===== src/hw/cpsr_pkg.sv =====
// Purpose: Constants for the copper port status register block.
// Assumes: APB with 32-bit data, one aligned word per register.
// Notes: Register indices are scaled by four to give byte addresses.
package cpsr_pkg;
    localparam int ADDR_W = 8;
    localparam int DATA_W = 32;
    localparam int STAT_W = 16;
    // Printed index of the status register and of the added registers.
    localparam logic [ADDR_W-1:0] IDX_STATUS = 8'h11;
    localparam logic [ADDR_W-1:0] IDX_CTRL = 8'h10;
    localparam logic [ADDR_W-1:0] IDX_EVENT = 8'h13;
    localparam logic [ADDR_W-1:0] IDX_MASK = 8'h12;
    // Field positions of the status word.
    localparam int B_SPEED_HI = 15;
    localparam int B_SPEED_LO = 14;
    localparam int B_DUPLEX = 13;
    localparam int B_PAGE = 12;
    localparam int B_RESOLVED = 11;
    localparam int B_LINK_RT = 10;
    localparam int B_TX_PAUSE = 9;
    localparam int B_RX_PAUSE = 8;
    localparam int B_RSVD = 7;
    localparam int B_XOVER = 6;
    localparam int B_DOWNSHIFT = 5;
    localparam int B_SLEEP = 4;
    localparam int B_LINK_GLOBAL = 3;
    localparam int B_DTE_POWER = 2;
    localparam int B_POLARITY = 1;
    localparam int B_JABBER = 0;
    // Control register fields.
    localparam int C_XMODE_HI = 6;
    localparam int C_XMODE_LO = 5;
    localparam int C_POL_DIS = 1;
    // Reset values.
    localparam logic [1:0] SPEED_RST = 2'h2;
    localparam logic XOVER_RST = 1'b1;
    localparam logic [1:0] XMODE_RST = 2'h3;
    // Speed and crossover mode codes.
    localparam logic [1:0] SPEED_10 = 2'h0;
    localparam logic [1:0] SPEED_100 = 2'h1;
    localparam logic [1:0] SPEED_1000 = 2'h2;
    localparam logic [1:0] XMODE_MDI = 2'h0;
    localparam logic [1:0] XMODE_MDIX = 2'h1;
    localparam logic [1:0] XMODE_AUTO = 2'h3;
endpackage


===== src/hw/cpsr_status.sv =====
// Purpose: Copper port status register with APB access and an interrupt.
// Assumes: PHY state inputs are synchronous to clk; sw_reset is a pulse.
// Notes: Slave answers with zero wait states; unmapped reads give zero.
`timescale 1ns/1ps
//
// Contract
// - Speed field at 15:14, reset 2
// - Duplex at bit 13, reset 0
// - Resolved flag on AN done or disabled
// - Page received latched until read
// - Global link bit 3, real-time link 10
// - Pause bits 9 and 8 informational only
// - Crossover bit 6, manual follows mode
// - DTE power need at bit 2
// - Real-time receive polarity at bit 1
// - Polarity disable forces normal in 10BASE-T
// - Crossover mode codes 00,01,11
module cpsr_status
    import cpsr_pkg::*;
(
    // Clock and reset.
    input wire logic clk,
    input wire logic rst,
    input wire logic sw_reset,
    // APB slave.
    input wire logic psel,
    input wire logic penable,
    input wire logic pwrite,
    input wire logic [cpsr_pkg::ADDR_W-1:0] paddr,
    input wire logic [cpsr_pkg::DATA_W-1:0] pwdata,
    output logic [cpsr_pkg::DATA_W-1:0] prdata,
    output logic pready,
    output logic pslverr,
    // PHY state.
    input wire logic an_enable,
    input wire logic an_complete,
    input wire logic page_rx,
    input wire logic [1:0] speed_in,
    input wire logic duplex_in,
    input wire logic link_rt_in,
    input wire logic link_global_in,
    input wire logic tx_pause_in,
    input wire logic rx_pause_in,
    input wire logic xover_auto_in,
    input wire logic downshift_in,
    input wire logic sleep_in,
    input wire logic dte_power_in,
    input wire logic polarity_in,
    input wire logic jabber_in,
    // Applied crossover mode and interrupt.
    output logic [1:0] xover_mode,
    output logic irq
);
    import cpsr_pkg::*;

    function automatic logic hit(input logic [ADDR_W-1:0] a,
                                 input logic [ADDR_W-1:0] idx);
        hit = (a == {idx[ADDR_W-3:0], 2'b00});
    endfunction

    logic [STAT_W-1:0] ctrl_reg;
    logic [1:0] xmode_reg;
    logic [1:0] speed_reg;
    logic duplex_reg;
    logic resolved_reg;
    logic page_reg;
    logic xover_reg;
    logic [STAT_W-1:0] status_word;
    logic [STAT_W-1:0] event_reg;
    logic [STAT_W-1:0] mask_reg;
    logic [STAT_W-1:0] prev_reg;
    logic [STAT_W-1:0] event_set;
    logic wr_en;
    logic rd_en;
    logic status_read;
    logic pol_eff;
    logic xover_next;

    assign wr_en = psel && penable && pwrite;
    assign rd_en = psel && penable && !pwrite;
    assign status_read = rd_en && hit(paddr, IDX_STATUS);
    assign pready = 1'b1;
    assign pslverr = 1'b0;

    // Control register; the crossover mode is applied on software reset.
    always_ff @(posedge clk)
    begin
        if (rst)
            ctrl_reg <= {9'h000, XMODE_RST, 5'h00};
        else if (wr_en && hit(paddr, IDX_CTRL))
            ctrl_reg <= pwdata[STAT_W-1:0];
    end

    always_ff @(posedge clk)
    begin
        if (rst)
            xmode_reg <= XMODE_RST;
        else if (sw_reset)
            xmode_reg <= ctrl_reg[C_XMODE_HI:C_XMODE_LO];
    end
    assign xover_mode = xmode_reg;

    // Speed and duplex keep their value across software reset.
    always_ff @(posedge clk)
    begin
        if (rst)
        begin
            speed_reg <= SPEED_RST;
            duplex_reg <= 1'b0;
        end
        else if (!sw_reset)
        begin
            speed_reg <= speed_in;
            duplex_reg <= duplex_in;
        end
    end

    always_ff @(posedge clk)
    begin
        if (rst || sw_reset)
            resolved_reg <= 1'b0;
        else
            resolved_reg <= !an_enable || an_complete;
    end

    // A page arriving during the clearing read is kept.
    always_ff @(posedge clk)
    begin
        if (rst || sw_reset)
            page_reg <= 1'b0;
        else if (page_rx)
            page_reg <= 1'b1;
        else if (status_read)
            page_reg <= 1'b0;
    end

    always_comb
    begin
        case (xmode_reg)
            XMODE_MDI: xover_next = 1'b0;
            XMODE_MDIX: xover_next = 1'b1;
            XMODE_AUTO: xover_next = xover_auto_in;
            default: xover_next = xover_reg;
        endcase
    end

    always_ff @(posedge clk)
    begin
        if (rst)
            xover_reg <= XOVER_RST;
        else
            xover_reg <= xover_next;
    end

    // Polarity shows normal when reversal is disabled at 10 Mbps.
    assign pol_eff = polarity_in &&
        !(ctrl_reg[C_POL_DIS] && speed_reg == SPEED_10);

    always_comb
    begin
        status_word = '0;
        status_word[B_SPEED_HI:B_SPEED_LO] = speed_reg;
        status_word[B_DUPLEX] = duplex_reg;
        status_word[B_PAGE] = page_reg;
        status_word[B_RESOLVED] = resolved_reg;
        status_word[B_LINK_RT] = link_rt_in;
        status_word[B_TX_PAUSE] = tx_pause_in;
        status_word[B_RX_PAUSE] = rx_pause_in;
        status_word[B_RSVD] = 1'b0;
        status_word[B_XOVER] = xover_reg;
        status_word[B_DOWNSHIFT] = downshift_in;
        status_word[B_SLEEP] = sleep_in;
        status_word[B_LINK_GLOBAL] = link_global_in;
        status_word[B_DTE_POWER] = dte_power_in;
        status_word[B_POLARITY] = pol_eff;
        status_word[B_JABBER] = jabber_in;
    end

    // Previous word resets to speed 2 and crossover 1 with every other field zero.
    always_ff @(posedge clk)
    begin
        if (rst)
            prev_reg <= {SPEED_RST, 7'h00, XOVER_RST, 6'h00};
        else
            prev_reg <= status_word;
    end

    // Any change of a status bit is an event; reserved bit never changes.
    assign event_set = status_word ^ prev_reg;

    genvar gi;
    generate
        for (gi = 0; gi < STAT_W; gi++)
        begin : g_evt
            always_ff @(posedge clk)
            begin
                if (rst)
                    event_reg[gi] <= 1'b0;
                else if (event_set[gi])
                    event_reg[gi] <= 1'b1;
                else if (wr_en && hit(paddr, IDX_EVENT) && pwdata[gi])
                    event_reg[gi] <= 1'b0;
            end
        end
    endgenerate

    always_ff @(posedge clk)
    begin
        if (rst)
            mask_reg <= '0;
        else if (wr_en && hit(paddr, IDX_MASK))
            mask_reg <= pwdata[STAT_W-1:0];
    end

    always_ff @(posedge clk)
    begin
        if (rst)
            irq <= 1'b0;
        else
            irq <= |(event_reg & mask_reg);
    end

    // Read data decoded combinationally from paddr; it is not registered.
    always_comb
    begin
        prdata = '0;
        if (hit(paddr, IDX_STATUS))
            prdata[STAT_W-1:0] = status_word;
        else if (hit(paddr, IDX_CTRL))
            prdata[STAT_W-1:0] = ctrl_reg;
        else if (hit(paddr, IDX_EVENT))
            prdata[STAT_W-1:0] = event_reg;
        else if (hit(paddr, IDX_MASK))
            prdata[STAT_W-1:0] = mask_reg;
    end
endmodule // cpsr_status


===== config.mk =====
export PLATFORM = sky130hd
export DESIGN_NAME = cpsr_status
export DESIGN_NICKNAME = d
export VERILOG_FILES = /design/src/hw/cpsr_pkg.sv /design/src/hw/cpsr_status.sv
export SDC_FILE = /design/constraint.sdc
export NUM_CORES = 1
export LEC_CHECK = 0
export ABC_CLOCK_PERIOD_IN_PS = 2300
export BUFFER_PORTS_ARGS = -buffer_cell sky130_fd_sc_hd__buf_2
export CORE_MARGIN = 5
export CORE_UTILIZATION = 45
export DETAILED_ROUTE_END_ITERATION = 10
export GPL_ROUTABILITY_DRIVEN = 0
export PLACE_DENSITY = 0.73
export SYNTH_ARGS = -nofsm -noshare
export SYNTH_HDL_FRONTEND = slang
export SYNTH_SLANG_ARGS = --single-unit

===== constraint.sdc =====
create_clock -name clk -period 2.3 [get_ports clk]
set_clock_uncertainty 0.05 [all_clocks]
set_input_delay 0.46 -clock clk [delete_from_list [all_inputs] [get_ports clk]]
set_output_delay 0.46 -clock clk [all_outputs]
set_load 0.01 [all_outputs]

==> qor.csv <==
metric,value,unit
post-route-period-util,1.01,
p_per_area,655,nW/um^2
yosys.area_share.simple,0.222,
worstSetupStartpointType,primary input,
fmax,431,MHz
yosys-top-cells-area,"dfxtp_1 (40%), mux2i_1 (10%), mux4_2 (8.9%)",
die_x,98.8,um
crit_path_max_fanout,8,
cts_hold_buf,0,
final_layout_size_suffix_gt1_frac,0.284,
die_area,9760,sq um
synth.avg_cell_area,10.3,sq um
vias_per_cell,5.09,
yosys.area.top_type_share,0.401,
n_antenna_cell,0,
antenna_found_initial,0,
crit_arrival,1.81,ns
yosysMostFrequentCell,dfxtp_1,
stdcell_area,4250,sq um
hp-class,in -> reg,
clk_pin_slew,0.07,ns
synth_common_cells,"dfxtp_1 (71), nand2b_1 (46), nor2b_1 (43)",
placedCellCount,500,
port_buffers,64,
layoutNonFillerInstCount,517,
status,"complete, but fails checks",
setup_ws,-0.0229,ns
cts_root_buf,clkbuf_8,
synth_cells,346,
yosysTopAreaCell,dfxtp_1,
clock-sinks,71,
rsz0062_at_grt,true,
synth_edf_count,0,
synth-compound-area-share,0.0769,
route.detailed.drc,0,
failed_checks,negative setup slack,
overflow,0,
ys_seq_area_frac,0.401,
drt_iter0_drc,113,
drt-wirelength-per-cell,15.6,um
clock_path_buffers,2,
start_util,0.461,
yosys-mux-area-fraction,0.190,
synth_xor_xnor_area_share,0.0346,
nets,472,
synth_adder_area_share,0,
yosysUniqueCellTypes,40,
place_area,3980,sq um
pre_cts_ws,-0.0599,ns
setup_viol,1,
drv_cap,0,
synthesis.area,3550,sq um
areaGrowthSynthToFinish,19.7,%
worstSetupPathType,in -> out,
numCtsBuffers,9,
required,1.79,ns
row_count,32,
htreeDepth,3,
fillers,707,
clock_latency,0.34,ns
cts_tree,done,
core_area,7690,sq um
grt_usage,0.172,
first_pass_iters,4,
grt_start_max_net_pins,47,
p_leak,1.82,nW
wirelength,8.06,mm
ys.flop_type,dfxtp_1,
synthArstFlopShare,0,
ys_seq_elements,71,
dr_total_vias,2633,
finalHoldViolations,0,
detailed_place_hpwl,5.66,mm
grt_pass1_vias,2692,
ant_nets,0,
finalCriticalPeriod,2.32,ns
die_h,98.8,um
ys_warn_count,0,
synth_top_family_by_area,simple AND/OR/NAND/NOR gates,
max-vdd-ir-drop,0.000396,V
io_pins,99,
grt_pass1_wl,13.4,mm
worstSetupEndpointType,output port,
maxSlewViolCount,0,
[worst max-delay path, stage by stage]
cell	delay, ns
buf_6	0.09
or4b_4	0.57
or2_4	0.34
a221oi_4	0.19
buf_2	0.16
[routing by layer]
layer	vias up	wire length (um)	global-route usage
met4	0	114	0.0504
met2	72	4000	0.288
li1	1293	-	-
met3	9	488	0.0502
met5	-	0	0
met1	1259	3450	0.215
[logic make-up after synthesis]
| group | after synthesis |
|---|---|
| AND/OR/NAND/NOR | 131 |
| buffers and inverters | 43 |
| other | 2 |
| XOR/XNOR | 14 |
| AO/OA/AOI/OAI | 35 |
| flip-flops | 71 |
| multiplexers | 50 |
[final timing paths]
check / startpoint / endpoint / slack (ns) / cells past startpoint
worst max-delay path: paddr[7] / prdata[1] / -0.02 / 5
worst min-delay path: an_enable / resolved_reg / 0.26 / 2
worst max register to register: speed_reg[1] / event_reg[1] / 0.86 / 3
worst min register to register: ctrl_reg[9] / ctrl_reg[9] / 0.43 / 2
[stage by stage]
stage	utilization	hold WS (ns)	total power, mW	setup TNS [ns]
global placement	0.518	0.407	1.62	-0.0358
detailed placement	0.518	0.417	1.63	-0.0822
floorplan	-	0.398	1.54	0
finish	0.552	0.258	2.78	-0.0229
global route	0.552	0.231	2.90	-0.0959
CTS	0.552	0.232	2.81	-0.0449
[placed cells by master (no fill, tap or decap), drive strengths merged, types with 2 or more instances in the layout]
cell     n
nor4     2
nor2b   43
nor2    22
a211o    3
xor2    14
or2      5
dfxtp   71
nand4b   2
inv      3
buf     76
mux2i   36
o41ai    2
clkbuf  14
a211oi  16
a221oi   3
a22o     2
conb    18
nand2    3
nand2b  46
a22oi    2
a31oi    2
nand4    2
a21oi    2
mux4    14
bufinv   2
[power by group]
| part | total (mW) | internal, mW | switching (mW) | leakage (nW) |
|---|---|---|---|---|
| Combinational | 0.291 | 0.147 | 0.144 | 1.12 |
| Sequential | 1.31 | 1.28 | 0.0356 | 0.581 |
| Clock | 1.18 | 0.731 | 0.447 | 0.123 |
[cell type report]
class	count	area, sq um	share of cell area
well taps	102	128	0.0301
multi-input cells	249	1980	0.465
clock buffers	14	183	0.0430
flip-flops and latches	71	1420	0.335
inverters	3	11.3	0.00265
repair buffers	76	467	0.110
clock inverters	2	60.1	0.0141
[timing repair]
action / CTS / global route
gates resized for setup: 3 / 0
cloned: 1 / 0
setup endpoints to repair: 4 / 7
setup buffers: 0 / 0
pin swaps: 2 / 3
Note: power is estimated with default switching activity, not from simulation.
